## config.mk

```make
export PLATFORM = sky130hd
export DESIGN_NAME = uptg_top
export DESIGN_NICKNAME = d
export VERILOG_FILES = /design/src/design/uptg_pkg.sv /design/src/design/uptg_top.sv /design/src/design/uptg_baud_div.sv /design/src/design/uptg_sync.sv
export SDC_FILE = /design/constraint.sdc
export NUM_CORES = 1
export LEC_CHECK = 0
export BUFFER_PORTS_ARGS = -buffer_cell sky130_fd_sc_hd__buf_2
export CAP_MARGIN = 20
export CORE_ASPECT_RATIO = 0.6
export CORE_UTILIZATION = 56
export CTS_CLUSTER_SIZE = 24
export DETAILED_ROUTE_END_ITERATION = 10
export GPL_TIMING_DRIVEN = 1
export PLACE_DENSITY = 0.78
export SETUP_SLACK_MARGIN = 0.5
export SLEW_MARGIN = 40
export SYNTH_ARGS = -nofsm -noshare
export SYNTH_HDL_FRONTEND = slang
export SYNTH_SLANG_ARGS = --single-unit
```

## constraint.sdc

```tcl
create_clock -name clk_sys -period 9.45 [get_ports clk_sys]
set_input_delay 1.89 -clock clk_sys [delete_from_list [all_inputs] [get_ports clk_sys]]
set_output_delay 1.89 -clock clk_sys [all_outputs]
set_load 0.01 [all_outputs]
```

## src/design/uptg_pkg.sv

```systemverilog
/*
 * Shared constants for the parity, guard and idle time-out serial block:
 * register offsets, field positions, command bits, parity codes and reset values.
 * Assumes a 5-bit byte address on a plain strobe register port with 32-bit data.
 */
package uptg_pkg;
	// ****************************************************************
	// Register offsets
	// ****************************************************************
	localparam logic [4:0] UPTG_ADDR_CTRL   = 5'h00;
	localparam logic [4:0] UPTG_ADDR_MODE   = 5'h04;
	localparam logic [4:0] UPTG_ADDR_STATUS = 5'h08;
	localparam logic [4:0] UPTG_ADDR_RXHOLD = 5'h0c;
	localparam logic [4:0] UPTG_ADDR_TXHOLD = 5'h10;
	localparam logic [4:0] UPTG_ADDR_GUARD  = 5'h14;
	localparam logic [4:0] UPTG_ADDR_IDLE   = 5'h18;
	localparam logic [4:0] UPTG_ADDR_BAUD   = 5'h1c;
	// ****************************************************************
	// Control command bits
	// ****************************************************************
	localparam int UPTG_CMD_CLEAR_STATUS = 0;
	localparam int UPTG_CMD_SEND_ADDRESS = 1;
	localparam int UPTG_CMD_ARM_IDLE     = 2;
	localparam int UPTG_CMD_RELOAD_IDLE  = 3;
	// ****************************************************************
	// Status bit positions
	// ****************************************************************
	localparam int UPTG_ST_RX_READY = 0;
	localparam int UPTG_ST_TX_READY = 1;
	localparam int UPTG_ST_OVERRUN  = 5;
	localparam int UPTG_ST_PARITY   = 7;
	localparam int UPTG_ST_TIMEOUT  = 8;
	localparam int UPTG_ST_TX_EMPTY = 9;
	// ****************************************************************
	// Parity type codes
	// ****************************************************************
	localparam logic [2:0] UPTG_PAR_EVEN  = 3'h0;
	localparam logic [2:0] UPTG_PAR_ODD   = 3'h1;
	localparam logic [2:0] UPTG_PAR_SPACE = 3'h2;
	localparam logic [2:0] UPTG_PAR_MARK  = 3'h3;
	localparam logic [2:0] UPTG_PAR_NONE  = 3'h4;
	localparam logic [2:0] UPTG_PAR_NONE2 = 3'h5;
	localparam logic [2:0] UPTG_PAR_MD_A  = 3'h6;
	localparam logic [2:0] UPTG_PAR_MD_B  = 3'h7;
	// ****************************************************************
	// Reset values and timing
	// ****************************************************************
	localparam logic [2:0]  UPTG_MODE_RST  = 3'h4;
	localparam logic [15:0] UPTG_BAUD_RST  = 16'h001b;
	localparam logic [3:0]  UPTG_SAMP_LAST = 4'hf;
	localparam logic [3:0]  UPTG_SAMP_MID  = 4'h7;
	localparam logic [2:0]  UPTG_BIT_LAST  = 3'h7;
endpackage

```

## src/design/uptg_top.sv

```systemverilog
/*
 * Serial transceiver with receive holding, overrun, parity and multidrop,
 * transmit guard time and a receiver idle time-out counted in bit periods.
 * Assumes a plain strobe register port and an idle-high serial line.
 */
//
// Behaviour
// - Finished character goes to receive holding register and sets receive ready.
// - Character finishing while ready still set sets overrun and overwrites held byte.
// - Overrun clears only on a control write with clear status bit at one.
// - Parity type field picks five parity modes; two further codes pick multidrop.
// - Even parity sends zero for even ones count; receiver flags mismatch.
// - Odd parity sends one for even ones count; receiver flags mismatch.
// - Mark parity always sends one; parity bit received at zero is an error.
// - Space parity always sends zero; parity bit received at one is an error.
// - No parity sends no parity bit and never reports a parity error.
// - Detected parity error sets parity flag; clear status command clears it.
// - Codes 0x6 and 0x07 select multidrop: data parity zero, address parity one.
// - In multidrop a received high parity bit sets the parity error flag.
// - After send address command the next written byte goes out with parity one.
// - Nonzero guard length holds line high that many bit periods after stop.
// - Transmit ready rises only at next start bit while a byte waits in guard.
// - Transmit empty stays low until the guard period has completed.
// - Idle limit zero disables time-out and stops the time-out flag from rising.
// - Sixteen-bit counter loads limit, counts bit periods, reloads per character.
// - A rising time-out flag can raise an interrupt request to software.
// - Arm command stops the counter until the first new character arrives.
// - Reload command restarts the count at once from the programmed limit.
// - Transmit ready shows holding register empty; empty shows all bytes sent.
`timescale 1ns/1ps
module uptg_top
	import uptg_pkg::*;
(
	// Clock and reset
	input  wire logic        clk_sys,
	input  wire logic        nrst,
	// Register port
	input  wire logic [4:0]  reg_addr,
	input  wire logic [31:0] reg_wdata,
	input  wire logic        reg_wr,
	input  wire logic        reg_rd,
	output logic      [31:0] reg_rdata,
	// Serial line
	input  wire logic        rxd_in,
	output logic             txd_out,
	// Time-out event
	output logic             timeout_event
);
	// ****************************************************************
	// Types and decode functions
	// ****************************************************************
	typedef enum logic [2:0] {RX_IDLE, RX_START, RX_DATA, RX_PAR, RX_STOP} uptg_rx_type;
	typedef enum logic [2:0] {TX_IDLE, TX_START, TX_DATA, TX_PAR, TX_STOP, TX_GUARD} uptg_tx_type;

	function automatic logic par_used(input logic [2:0] mode);
		par_used = (mode != UPTG_PAR_NONE) && (mode != UPTG_PAR_NONE2);
	endfunction

	function automatic logic par_gen(input logic [2:0] mode, input logic [7:0] d, input logic addr);
		unique case (mode)
			UPTG_PAR_EVEN:  par_gen = ^d;
			UPTG_PAR_ODD:   par_gen = ~^d;
			UPTG_PAR_SPACE: par_gen = 1'b0;
			UPTG_PAR_MARK:  par_gen = 1'b1;
			UPTG_PAR_MD_A:  par_gen = addr;
			UPTG_PAR_MD_B:  par_gen = addr;
			default:        par_gen = 1'b0;
		endcase
	endfunction

	// ****************************************************************
	// Declarations
	// ****************************************************************
	logic        samp_en;
	logic        bit_en;
	logic        rxd_s;
	logic [2:0]  mode_q;
	logic [7:0]  guard_q;
	logic [15:0] idle_limit_q;
	logic [15:0] baud_q;
	logic [31:0] rd_mux;
	logic        wr_ctrl;
	logic        wr_thr;
	logic        rd_rhr;
	logic        cmd_clear;
	logic        cmd_arm;
	logic        cmd_reload;
	uptg_rx_type rx_st_q;
	logic [3:0]  rx_cnt_q;
	logic [2:0]  rx_bit_q;
	logic [7:0]  rx_sh_q;
	logic        rx_par_q;
	logic        rx_tick;
	logic        rx_done;
	logic        rx_perr;
	logic [7:0]  rx_hold_q;
	logic        rx_rdy_q;
	logic        ovr_q;
	logic        perr_q;
	uptg_tx_type tx_st_q;
	logic [7:0]  thr_q;
	logic        thr_addr_q;
	logic        thr_full_q;
	logic        addr_pend_q;
	logic [7:0]  tx_sh_q;
	logic        tx_par_q;
	logic [2:0]  tx_bit_q;
	logic [7:0]  guard_cnt_q;
	logic        tx_end;
	logic        tx_load;
	logic        tx_rdy;
	logic        tx_empty;
	logic        txd_d;
	logic [15:0] to_cnt_q;
	logic        to_run_q;
	logic        to_flag_q;
	logic        to_hit;

	// ****************************************************************
	// Rate divider and line synchroniser
	// ****************************************************************
	uptg_baud_div u_div (
		.clk_sys (clk_sys),
		.nrst    (nrst),
		.divisor (baud_q),
		.samp_en (samp_en),
		.bit_en  (bit_en)
	);

	uptg_sync u_sync (
		.clk_sys   (clk_sys),
		.nrst      (nrst),
		.pin_in    (rxd_in),
		.level_out (rxd_s)
	);

	// ****************************************************************
	// Register decode
	// ****************************************************************
	assign wr_ctrl    = reg_wr && (reg_addr == UPTG_ADDR_CTRL);
	assign wr_thr     = reg_wr && (reg_addr == UPTG_ADDR_TXHOLD);
	assign rd_rhr     = reg_rd && (reg_addr == UPTG_ADDR_RXHOLD);
	assign cmd_clear  = wr_ctrl && reg_wdata[UPTG_CMD_CLEAR_STATUS];
	assign cmd_arm    = wr_ctrl && reg_wdata[UPTG_CMD_ARM_IDLE];
	assign cmd_reload = wr_ctrl && reg_wdata[UPTG_CMD_RELOAD_IDLE];
	assign tx_rdy     = !thr_full_q;
	assign tx_empty   = !thr_full_q && (tx_st_q == TX_IDLE);

	assign rd_mux = (reg_addr == UPTG_ADDR_MODE)   ? {29'h0, mode_q} :
	                (reg_addr == UPTG_ADDR_STATUS) ? (32'(rx_rdy_q) << UPTG_ST_RX_READY) |
	                                                 (32'(tx_rdy) << UPTG_ST_TX_READY) |
	                                                 (32'(ovr_q) << UPTG_ST_OVERRUN) |
	                                                 (32'(perr_q) << UPTG_ST_PARITY) |
	                                                 (32'(to_flag_q) << UPTG_ST_TIMEOUT) |
	                                                 (32'(tx_empty) << UPTG_ST_TX_EMPTY) :
	                (reg_addr == UPTG_ADDR_RXHOLD) ? {24'h0, rx_hold_q} :
	                (reg_addr == UPTG_ADDR_GUARD)  ? {24'h0, guard_q} :
	                (reg_addr == UPTG_ADDR_IDLE)   ? {16'h0, idle_limit_q} :
	                (reg_addr == UPTG_ADDR_BAUD)   ? {16'h0, baud_q} : 32'h0;

	always_ff @(posedge clk_sys)
	begin
		if (!nrst)
		begin
			mode_q       <= UPTG_MODE_RST;
			guard_q      <= 8'h00;
			idle_limit_q <= 16'h0000;
			baud_q       <= UPTG_BAUD_RST;
			reg_rdata    <= 32'h0;
		end
		else
		begin
			if (reg_wr && (reg_addr == UPTG_ADDR_MODE))
				mode_q <= reg_wdata[2:0];
			if (reg_wr && (reg_addr == UPTG_ADDR_GUARD))
				guard_q <= reg_wdata[7:0];
			if (reg_wr && (reg_addr == UPTG_ADDR_IDLE))
				idle_limit_q <= reg_wdata[15:0];
			if (reg_wr && (reg_addr == UPTG_ADDR_BAUD))
				baud_q <= reg_wdata[15:0];
			reg_rdata <= reg_rd ? rd_mux : 32'h0;
		end
	end

	// ****************************************************************
	// Receiver
	// ****************************************************************
	assign rx_tick = samp_en && (rx_cnt_q == UPTG_SAMP_LAST);
	assign rx_done = rx_tick && (rx_st_q == RX_STOP);
	assign rx_perr = par_used(mode_q) && (rx_par_q != par_gen(mode_q, rx_sh_q, 1'b0));

	always_ff @(posedge clk_sys)
	begin
		if (!nrst)
		begin
			rx_st_q  <= RX_IDLE;
			rx_cnt_q <= 4'h0;
			rx_bit_q <= 3'h0;
			rx_sh_q  <= 8'h00;
			rx_par_q <= 1'b0;
		end
		else if (samp_en)
		begin
			rx_cnt_q <= rx_cnt_q + 4'h1;
			unique case (rx_st_q)
				RX_IDLE:
				begin
					rx_cnt_q <= 4'h0;
					if (!rxd_s)
						rx_st_q <= RX_START;
				end
				RX_START:
					if (rxd_s)
						rx_st_q <= RX_IDLE;
					else if (rx_cnt_q == UPTG_SAMP_MID)
					begin
						rx_st_q  <= RX_DATA;
						rx_cnt_q <= 4'h0;
						rx_bit_q <= 3'h0;
					end
				RX_DATA:
					if (rx_tick)
					begin
						rx_sh_q  <= {rxd_s, rx_sh_q[7:1]};
						rx_bit_q <= rx_bit_q + 3'h1;
						if (rx_bit_q == UPTG_BIT_LAST)
							rx_st_q <= par_used(mode_q) ? RX_PAR : RX_STOP;
					end
				RX_PAR:
					if (rx_tick)
					begin
						rx_par_q <= rxd_s;
						rx_st_q  <= RX_STOP;
					end
				RX_STOP:
					if (rx_tick)
						rx_st_q <= RX_IDLE;
			endcase
		end
	end

	always_ff @(posedge clk_sys)
	begin
		if (!nrst)
		begin
			rx_hold_q <= 8'h00;
			rx_rdy_q  <= 1'b0;
			ovr_q     <= 1'b0;
			perr_q    <= 1'b0;
		end
		else
		begin
			if (rx_done)
				rx_hold_q <= rx_sh_q;
			rx_rdy_q <= rx_done || (rx_rdy_q && !rd_rhr);
			ovr_q <= (rx_done && rx_rdy_q) || (ovr_q && !cmd_clear);
			perr_q <= (rx_done && rx_perr) || (perr_q && !cmd_clear);
		end
	end

	// ****************************************************************
	// Transmitter
	// ****************************************************************
	// guard after stop
	assign tx_end  = bit_en && (((tx_st_q == TX_STOP) && (guard_q == 8'h00)) ||
	                            ((tx_st_q == TX_GUARD) && (guard_cnt_q == guard_q)));
	assign tx_load = thr_full_q && (((tx_st_q == TX_IDLE) && bit_en) || tx_end);
	assign txd_d   = (tx_st_q == TX_START) ? 1'b0 :
	                 (tx_st_q == TX_DATA)  ? tx_sh_q[0] :
	                 (tx_st_q == TX_PAR)   ? tx_par_q : 1'b1;

	always_ff @(posedge clk_sys)
	begin
		if (!nrst)
		begin
			thr_q       <= 8'h00;
			thr_addr_q  <= 1'b0;
			thr_full_q  <= 1'b0;
			addr_pend_q <= 1'b0;
		end
		else
		begin
			if (wr_thr && !thr_full_q)
			begin
				thr_q      <= reg_wdata[7:0];
				thr_addr_q <= addr_pend_q;
			end
			if (wr_ctrl && reg_wdata[UPTG_CMD_SEND_ADDRESS])
				addr_pend_q <= 1'b1;
			else if (wr_thr && !thr_full_q)
				addr_pend_q <= 1'b0;
			thr_full_q <= (wr_thr && !thr_full_q) || (thr_full_q && !tx_load);
		end
	end

	always_ff @(posedge clk_sys)
	begin
		if (!nrst)
		begin
			tx_st_q     <= TX_IDLE;
			tx_sh_q     <= 8'h00;
			tx_par_q    <= 1'b0;
			tx_bit_q    <= 3'h0;
			guard_cnt_q <= 8'h00;
			txd_out     <= 1'b1;
		end
		else
		begin
			txd_out <= txd_d;
			if (tx_load)
			begin
				tx_st_q  <= TX_START;
				tx_sh_q  <= thr_q;
				tx_bit_q <= 3'h0;
				tx_par_q <= par_gen(mode_q, thr_q, thr_addr_q);
			end
			else if (tx_end)
				tx_st_q <= TX_IDLE;
			else if (bit_en)
			begin
				unique case (tx_st_q)
					TX_IDLE: tx_st_q <= TX_IDLE;
					TX_START: tx_st_q <= TX_DATA;
					TX_DATA:
					begin
						tx_sh_q  <= {1'b0, tx_sh_q[7:1]};
						tx_bit_q <= tx_bit_q + 3'h1;
						if (tx_bit_q == UPTG_BIT_LAST)
							tx_st_q <= par_used(mode_q) ? TX_PAR : TX_STOP;
					end
					TX_PAR: tx_st_q <= TX_STOP;
					TX_STOP:
					begin
						tx_st_q     <= TX_GUARD;
						guard_cnt_q <= 8'h01;
					end
					TX_GUARD: guard_cnt_q <= guard_cnt_q + 8'h01;
				endcase
			end
		end
	end

	// ****************************************************************
	// Receiver idle time-out
	// ****************************************************************
	assign to_hit        = to_run_q && bit_en && (to_cnt_q == 16'h0001) && (idle_limit_q != 16'h0000);
	assign timeout_event = to_hit && !to_flag_q;

	always_ff @(posedge clk_sys)
	begin
		if (!nrst)
		begin
			to_cnt_q  <= 16'h0000;
			to_run_q  <= 1'b0;
			to_flag_q <= 1'b0;
		end
		else
		begin
			if (cmd_reload || rx_done)
			begin
				to_cnt_q <= idle_limit_q;
				to_run_q <= (idle_limit_q != 16'h0000);
			end
			else if (cmd_arm)
				to_run_q <= 1'b0;
			else if (to_run_q && bit_en)
			begin
				to_cnt_q <= to_cnt_q - 16'h0001;
				to_run_q <= (to_cnt_q > 16'h0001);
			end
			to_flag_q <= to_hit || (to_flag_q && !(cmd_arm || cmd_reload));
		end
	end
endmodule

```

## src/design/uptg_baud_div.sv

```systemverilog
/*
 * Divider that makes the sixteen-times sample enable and the bit period enable.
 * Assumes the divisor is a register value that may change at any time.
 */
`timescale 1ns/1ps
module uptg_baud_div
	import uptg_pkg::*;
(
	// Clock and reset
	input  wire logic        clk_sys,
	input  wire logic        nrst,
	// Rate
	input  wire logic [15:0] divisor,
	// Enables
	output logic             samp_en,
	output logic             bit_en
);
	logic [15:0] cnt_q;
	logic [3:0]  phase_q;
	logic [15:0] last;

	// A divisor of zero behaves as one so the enables never stop.
	assign last    = (divisor == 16'h0000) ? 16'h0000 : divisor - 16'h0001;
	assign samp_en = (cnt_q >= last);
	assign bit_en  = samp_en && (phase_q == UPTG_SAMP_LAST);

	always_ff @(posedge clk_sys)
	begin
		if (!nrst)
		begin
			cnt_q   <= 16'h0000;
			phase_q <= 4'h0;
		end
		else
		begin
			cnt_q <= samp_en ? 16'h0000 : cnt_q + 16'h0001;
			if (samp_en)
				phase_q <= phase_q + 4'h1;
		end
	end
endmodule

```

## src/design/uptg_sync.sv

```systemverilog
/*
 * Three-stage input synchroniser with agreement filter for the serial line.
 * Assumes an idle-high line; the output follows once stages two and three agree.
 */
`timescale 1ns/1ps
module uptg_sync
(
	// Clock and reset
	input  wire logic clk_sys,
	input  wire logic nrst,
	// Line
	input  wire logic pin_in,
	output logic      level_out
);
	logic s1_q;
	logic s2_q;
	logic s3_q;

	always_ff @(posedge clk_sys)
	begin
		if (!nrst)
		begin
			s1_q      <= 1'b1;
			s2_q      <= 1'b1;
			s3_q      <= 1'b1;
			level_out <= 1'b1;
		end
		else
		begin
			s1_q <= pin_in;
			s2_q <= s1_q;
			s3_q <= s2_q;
			if (s2_q == s3_q)
				level_out <= s3_q;
		end
	end
endmodule

```

### Word-level counts from Yosys, hierarchy flattened

Cells that the tools add are included.

* bits in registers: 166
* output and inout port bits: 34
* input bits: 42
* word-level logic and storage cells: 229

* magnitude comparators: 2
* muxes and demuxes: 46
* add/subtract/negate cells: 8
* reduce and logical (&&, ||, !) cells: 86
* equal/unequal tests: 43
* bitwise gates (word level): 9

Operators by type and width (count)
* two-way mux 16 bit: 9
* two-way mux 3 bit: 13
* logical AND 1 bit: 34
* two-way mux 8 bit: 4
* subtractor 16 x 1 -> 16 bit, second input constant: 2
* one-hot mux 3 bit (5 select lines): 2
* == test 3 bit, second input constant: 7
* == test 5 bit, second input constant: 4
* AND reduction 3 bit: 6
* adder 16 x 1 -> 16 bit, second input constant: 1
* == test 16 x 1 -> 1 bit, second input constant: 1
* >= comparator 16 bit: 1
* > comparator 16 x 1 -> 1 bit, second input constant: 1
* zero test 16 bit: 1
* one-hot mux 8 bit (2 select lines): 1
* nonzero test 16 bit: 1
* XNOR reduction 8 bit: 2
* parity 8 bit: 2
* == test 3 x 2 -> 1 bit, second input constant: 5
* != test 2 bit, second input constant: 7
* nonzero test 2 bit: 6
* two-way mux 1 bit: 11
* == test 5 x 4 -> 1 bit, second input constant: 2
* OR 9 x 10 -> 10 bit: 1
* 38 further kinds: 70

### Logic depth before layout (Yosys ltp)

* depth in word-level cells: 10
* gate-level depth with buffers: 17
* gate-level depth less buffers: 15

### By module

A second synthesis with hierarchy kept.

* cell total of the unflattened synthesis: 1018
* area total of the unflattened synthesis: 8496.9 µm²

Modules (own cells, without submodules)
* uptg_top: cells each 817, times used 1, area an instance 6771.5 µm², seq. area each 2842.7 µm²
* uptg_baud_div: cells each 191, times used 1, area an instance 1612.8 µm², seq. area each 400.4 µm²
* uptg_sync: cells each 10, times used 1, area an instance 112.6 µm², seq. area each 80.1 µm²

### Worst setup path before layout

OpenSTA, ideal clock, no wires.

* path kind: register to output
* start: reg baud_q[3]
* end: out timeout_event
* buffers on the path: 0
* required time: 7.560 ns
* slack: 3.923 ns
* data arrival time: 3.637 ns
* stages on the path, launching flop included: 13
* cells stage by stage: dfxtp_1 -> or4_1 -> or3_1 -> nor4_1 -> xor2_1 -> nand2_1 -> ha_1 -> nand4_1 -> or3_4 -> a2111oi_4 -> o31ai_2 -> or3_1 -> nor2_1

* cells in the longest elaborated chain, start to end: 8
* elaborated cells on any way between the ends: 9
* those cells by class: add/sub: 1; order compare: 1; mux: 1; reduce/logical: 6

Ends and longest elaborated chain
* from (decl): RTL line uptg_top.sv:80 `logic [15:0] baud_q;`
* from (signal assigned): RTL line uptg_top.sv:180 `baud_q <= reg_wdata[15:0];`
* subtractor 16 x 1 -> 16 bit / zero test 16 bit (equally long branches): RTL line uptg_baud_div.sv:23 `assign last = (divisor == 16'h0000) ? 16'h0000 : divisor - 16'h0001;`
* two-way mux 16 bit *: RTL line uptg_baud_div.sv:23
* >= comparator 16 bit *: RTL line uptg_baud_div.sv:24 `assign samp_en = (cnt_q >= last);`
* logical AND 1 bit *: RTL line uptg_baud_div.sv:25 `assign bit_en = samp_en && (phase_q == UPTG_SAMP_LAST);`
* logical AND 1 bit * (3 in series): RTL line uptg_top.sv:346 `assign to_hit = to_run_q && bit_en && (to_cnt_q == 16'h0001) && (idle_limit_q != 16'h0000);`
* logical AND 1 bit *: RTL line uptg_top.sv:347 `assign timeout_event = to_hit && !to_flag_q;`
* to (decl): RTL line uptg_top.sv:47 `output logic timeout_event`

Every way passes the cells marked *; elsewhere a longest branch is shown, timed or not.

### Final worst setup path

* start: reg baud_q[8]
* end: out timeout_event

Same word-level chain as after synthesis.

==> impl_metrics.env <==
export IMPL_status="finished, final reports clean"
export IMPL_finalHoldViolations=0
export IMPL_drc=0
export IMPL_seqPwrFrac_pct=47.9
export IMPL_numCtsBuffers=17
export IMPL_synth_common_cells="dfxtp_1 (166), nand2_1 (131), nor2_1 (110), a21oi_1 (84), nand3_1 (44)"
export IMPL_finalCritPeriodShare_pct=73.3
export IMPL_yosysMostFrequentCell="dfxtp_1"
export IMPL_clk_latency_ns=0.43
export IMPL_setup_tns_ns=0
export IMPL_grt_max_degree=89
export IMPL_slew_headroom_pct=46.1
export IMPL_startpoint_type="register"
export IMPL_coreArea_mm2=0.0140
export IMPL_synthAdderAreaFrac_pct=4.25
export IMPL_max_freq_ghz=0.144
export IMPL_cts_tree="done"
export IMPL_dieArea_mm2=0.0152
export IMPL_synth_edff_count=0
export IMPL_ys_seq_area_share_pct=40.3
export IMPL_initial_core_util_pct=58.9
export IMPL_cts_sinks=166
export IMPL_grt_pass1_wl_mm=34.0
export IMPL_critical_path_class="reg -> out"
export IMPL_syn_area_mm2=0.00825
export IMPL_cts_setup_buffers=0
export IMPL_io_buffers=43
export IMPL_drive_gt1_share_pct=10.1
export IMPL_antenna_found_initial=0
export IMPL_finalWorstSetupSlack_ns=2.53
export IMPL_fill_cells=1155
export IMPL_yosys_area_share_xor_xnor_pct=7.44
export IMPL_rrSetupSlack_ns=4.40
export IMPL_dr_total_vias=7174
export IMPL_synth_warnings=0
export IMPL_regToRegEndpoint="to_cnt_q[2]"
export IMPL_slowest_delay_ns=0.71
export IMPL_synthCells=988
export IMPL_syn_area_per_cell_um2=8.35
export IMPL_ios=76
export IMPL_drtAntennaViolNets=0
export IMPL_ys_top_cells_by_area="dfxtp_1 (40%), nand2_1 (6.0%), a21oi_1 (5.1%), nor2_1 (5.0%), ha_1 (4.2%)"
export IMPL_r2r_start="baud_q[8]"
export IMPL_cp_arrival_ns=5.03
export IMPL_yosysTopAreaCell="dfxtp_1"
export IMPL_r2r_cells=12
export IMPL_gp_congestion=0.889
export IMPL_hpwlAfterDp_mm=15.0
export IMPL_cts_max_level=4
export IMPL_synth_top_area_share_pct=40.3
export IMPL_top_layer="met4"
export IMPL_synth_compound_area_share_pct=15.0
export IMPL_routed_via_density=5.93
export IMPL_end_kind="output pin"
export IMPL_die_h_um=96.0
export IMPL_wl_per_cell_um=17.8
export IMPL_hold_path_depth=1
export IMPL_rsz0062_at_grt="no"
export IMPL_period_needed_ns=6.92
export IMPL_critical_path_required_ns=7.56
export IMPL_slew_viol_final=0
export IMPL_cts_hold_buffers=0
export IMPL_dr_pass1_iters=5
export IMPL_wl_met3_mm=2.36
export IMPL_root_buffer="clkbuf_16"
export IMPL_route_layer_met1_wl_mm=10.6
export IMPL_fin_skew_ns=0.0103
export IMPL_synth_simple_area_share_pct=23.9
export IMPL_routed_wl_mm=21.5
export IMPL_insertedDiodeCount=0
export IMPL_leakagePower_uw=0.00355
export IMPL_worstMarginPinSlew_ns=0.803
export IMPL_syn_to_final_growth_pct=10.3
export IMPL_synthMuxAreaShare_pct=4.40
export IMPL_powerDensity_mw_per_mm2=163
export IMPL_row_count=33
export IMPL_cts_resized=0
export IMPL_cp_max_fo=16
export IMPL_cts_max_path_buffers=2
export IMPL_ys_ff_latch=166
export IMPL_groute_usage_overall_pct=29.5
export IMPL_route_met2_wl_mm=8.27
export IMPL_synth_ff_type="dfxtp_1"
export IMPL_hp_class="reg -> reg"
export IMPL_power_frac_clock_pct=48.4
export IMPL_pre_cts_slack_ns=3.04
export IMPL_async_flop_share_pct=0
export IMPL_drt_iter0_drc=838
export IMPL_worstHoldStart="u_sync.s1_q"
export IMPL_clkTransAtPathRegs_ns=0.07
export IMPL_nNetsFinal=1074
export IMPL_peakVddDrop_uv=105
export IMPL_hold_path_end="u_sync.s2_q"
export IMPL_first_global_vias=6299
export IMPL_crit_top_cell="a2111oi_4"
export IMPL_globalRouteOverflowTotal=0
export IMPL_die_w_um=159
export IMPL_cp_slowest_cell="o31ai_2"
export IMPL_setup_viol=0
export IMPL_p_switching_uw=351
export IMPL_synth_top_family_by_area="simple AND/OR/NAND/NOR gates"
export IMPL_maxCapViolCount=0
export IMPL_internal_power_uw=1130
export IMPL_switching_share_pct=23.7
export IMPL_ys_types=66
export IMPL_path_cells="or4_1 -> nor4_1 -> nand4_1 -> and2_1 -> ha_1 -> nand2b_1 -> a2111oi_4 -> a2111oi_4 -> o31ai_2 -> or3_1 -> nor2_1 -> buf_2"
export IMPL_p_comb_share_pct=3.7
[power groups by stage]
| stage | sequential, uW | combinational [uW] | clock [uW] |
|---|---|---|---|
| after floorplan | 722 | 39.9 | 0 |
| final | 708 | 55.1 | 716 |
| after global routing | 708 | 59.4 | 751 |
| after detailed placement | 724 | 53.6 | 0 |
| after CTS | 708 | 54.0 | 719 |
| after global placement | 724 | 52.7 | 0 |
[critical path: cells and delay by family, from the launching register on]
family | cells | cell delay (ns)
buf+inv | 1 | 0.15
fa+ha+maj | 1 | 0.27
compound gates | 3 | 1.23
flops | 1 | 0.40
simple gates | 7 | 2.55
[layout make-up]
| class | count | area (um^2) | share of cell area [%] |
|---|---|---|---|
| multi-input combinational | 754 | 4610 | 50.6 |
| clock inverter | 12 | 143 | 1.57 |
| timing repair buffer | 50 | 272 | 2.98 |
| inverter | 15 | 56.3 | 0.619 |
| sequential | 166 | 3320 | 36.5 |
| tap | 192 | 240 | 2.64 |
| clock buffer | 20 | 457 | 5.02 |
[flip-flops by register name, indices dropped and copies added, names as in the netlist, 4 cells and up]
register / flops
u_div.phase_q: 4
rx_sh_q: 8
thr_q: 8
guard_cnt_q: 8
tx_sh_q: 8
idle_limit_q: 16
rx_hold_q: 8
rx_cnt_q: 4
reg_rdata: 16
u_div.cnt_q: 16
to_cnt_q: 16
baud_q: 16
guard_q: 8
[cells by family after synthesis]
family                     Yosys count
other                                1
buffers and inverters               83
adders and majority gates           28
and+or+nand+nor                    415
AOI/OAI and AO/OA                  189
muxes                               36
DFF                                166
xor gates and xnor gates            70
[how the worst max path moves through the flow]
stage,cells after the start,startpoint,end
floorplan,12,baud_q[3],timeout_event
global placement,12,baud_q[8],timeout_event
detailed placement,12,baud_q[8],timeout_event
CTS,12,baud_q[8],timeout_event
global route,12,baud_q[8],timeout_event
finish,12,baud_q[8],timeout_event
[per-stage QoR]
stage / hold WS, ns / instance area (um^2) / utilization [%] / std cells / total power (uW)
floorplan: 0.386 / 8300 / - / 1003 / 762
global placement: 0.394 / 8480 / 60.6 / 1177 / 777
detailed placement: 0.404 / 8500 / 60.7 / 1177 / 778
CTS: 0.425 / 9100 / 65.0 / 1209 / 1480
global route: 0.449 / 9100 / 65.0 / 1209 / 1520
finish: 0.418 / 9100 / 65.0 / 1209 / 1480
[placed cells by master, fill, tap and decap left out, types with 11 or more instances in the layout]
cell type  count
a211oi_1      12
a21oi_1       84
a22oi_1       25
and3_1        11
buf_2         43
clkbuf_16     17
conb_1        16
dfxtp_1      166
ha_1          28
inv_1         14
mux2i_1       34
nand2_1      131
nand2b_1      14
nand3_1       44
nand4_1       17
nor2_1       109
nor3_1        25
nor4_1        15
o21ai_0       21
xnor2_1       37
xor2_1        33
[layer usage]
metal / global-route usage [%] / vias to the layer above
li1: - / 3482
met1: 45.5 / 3323
met2: 39.1 / 339
met3: 7.52 / 30
met4: 8.97 / 0
met5: 0 / -
Power figures use the tool's default switching activity.
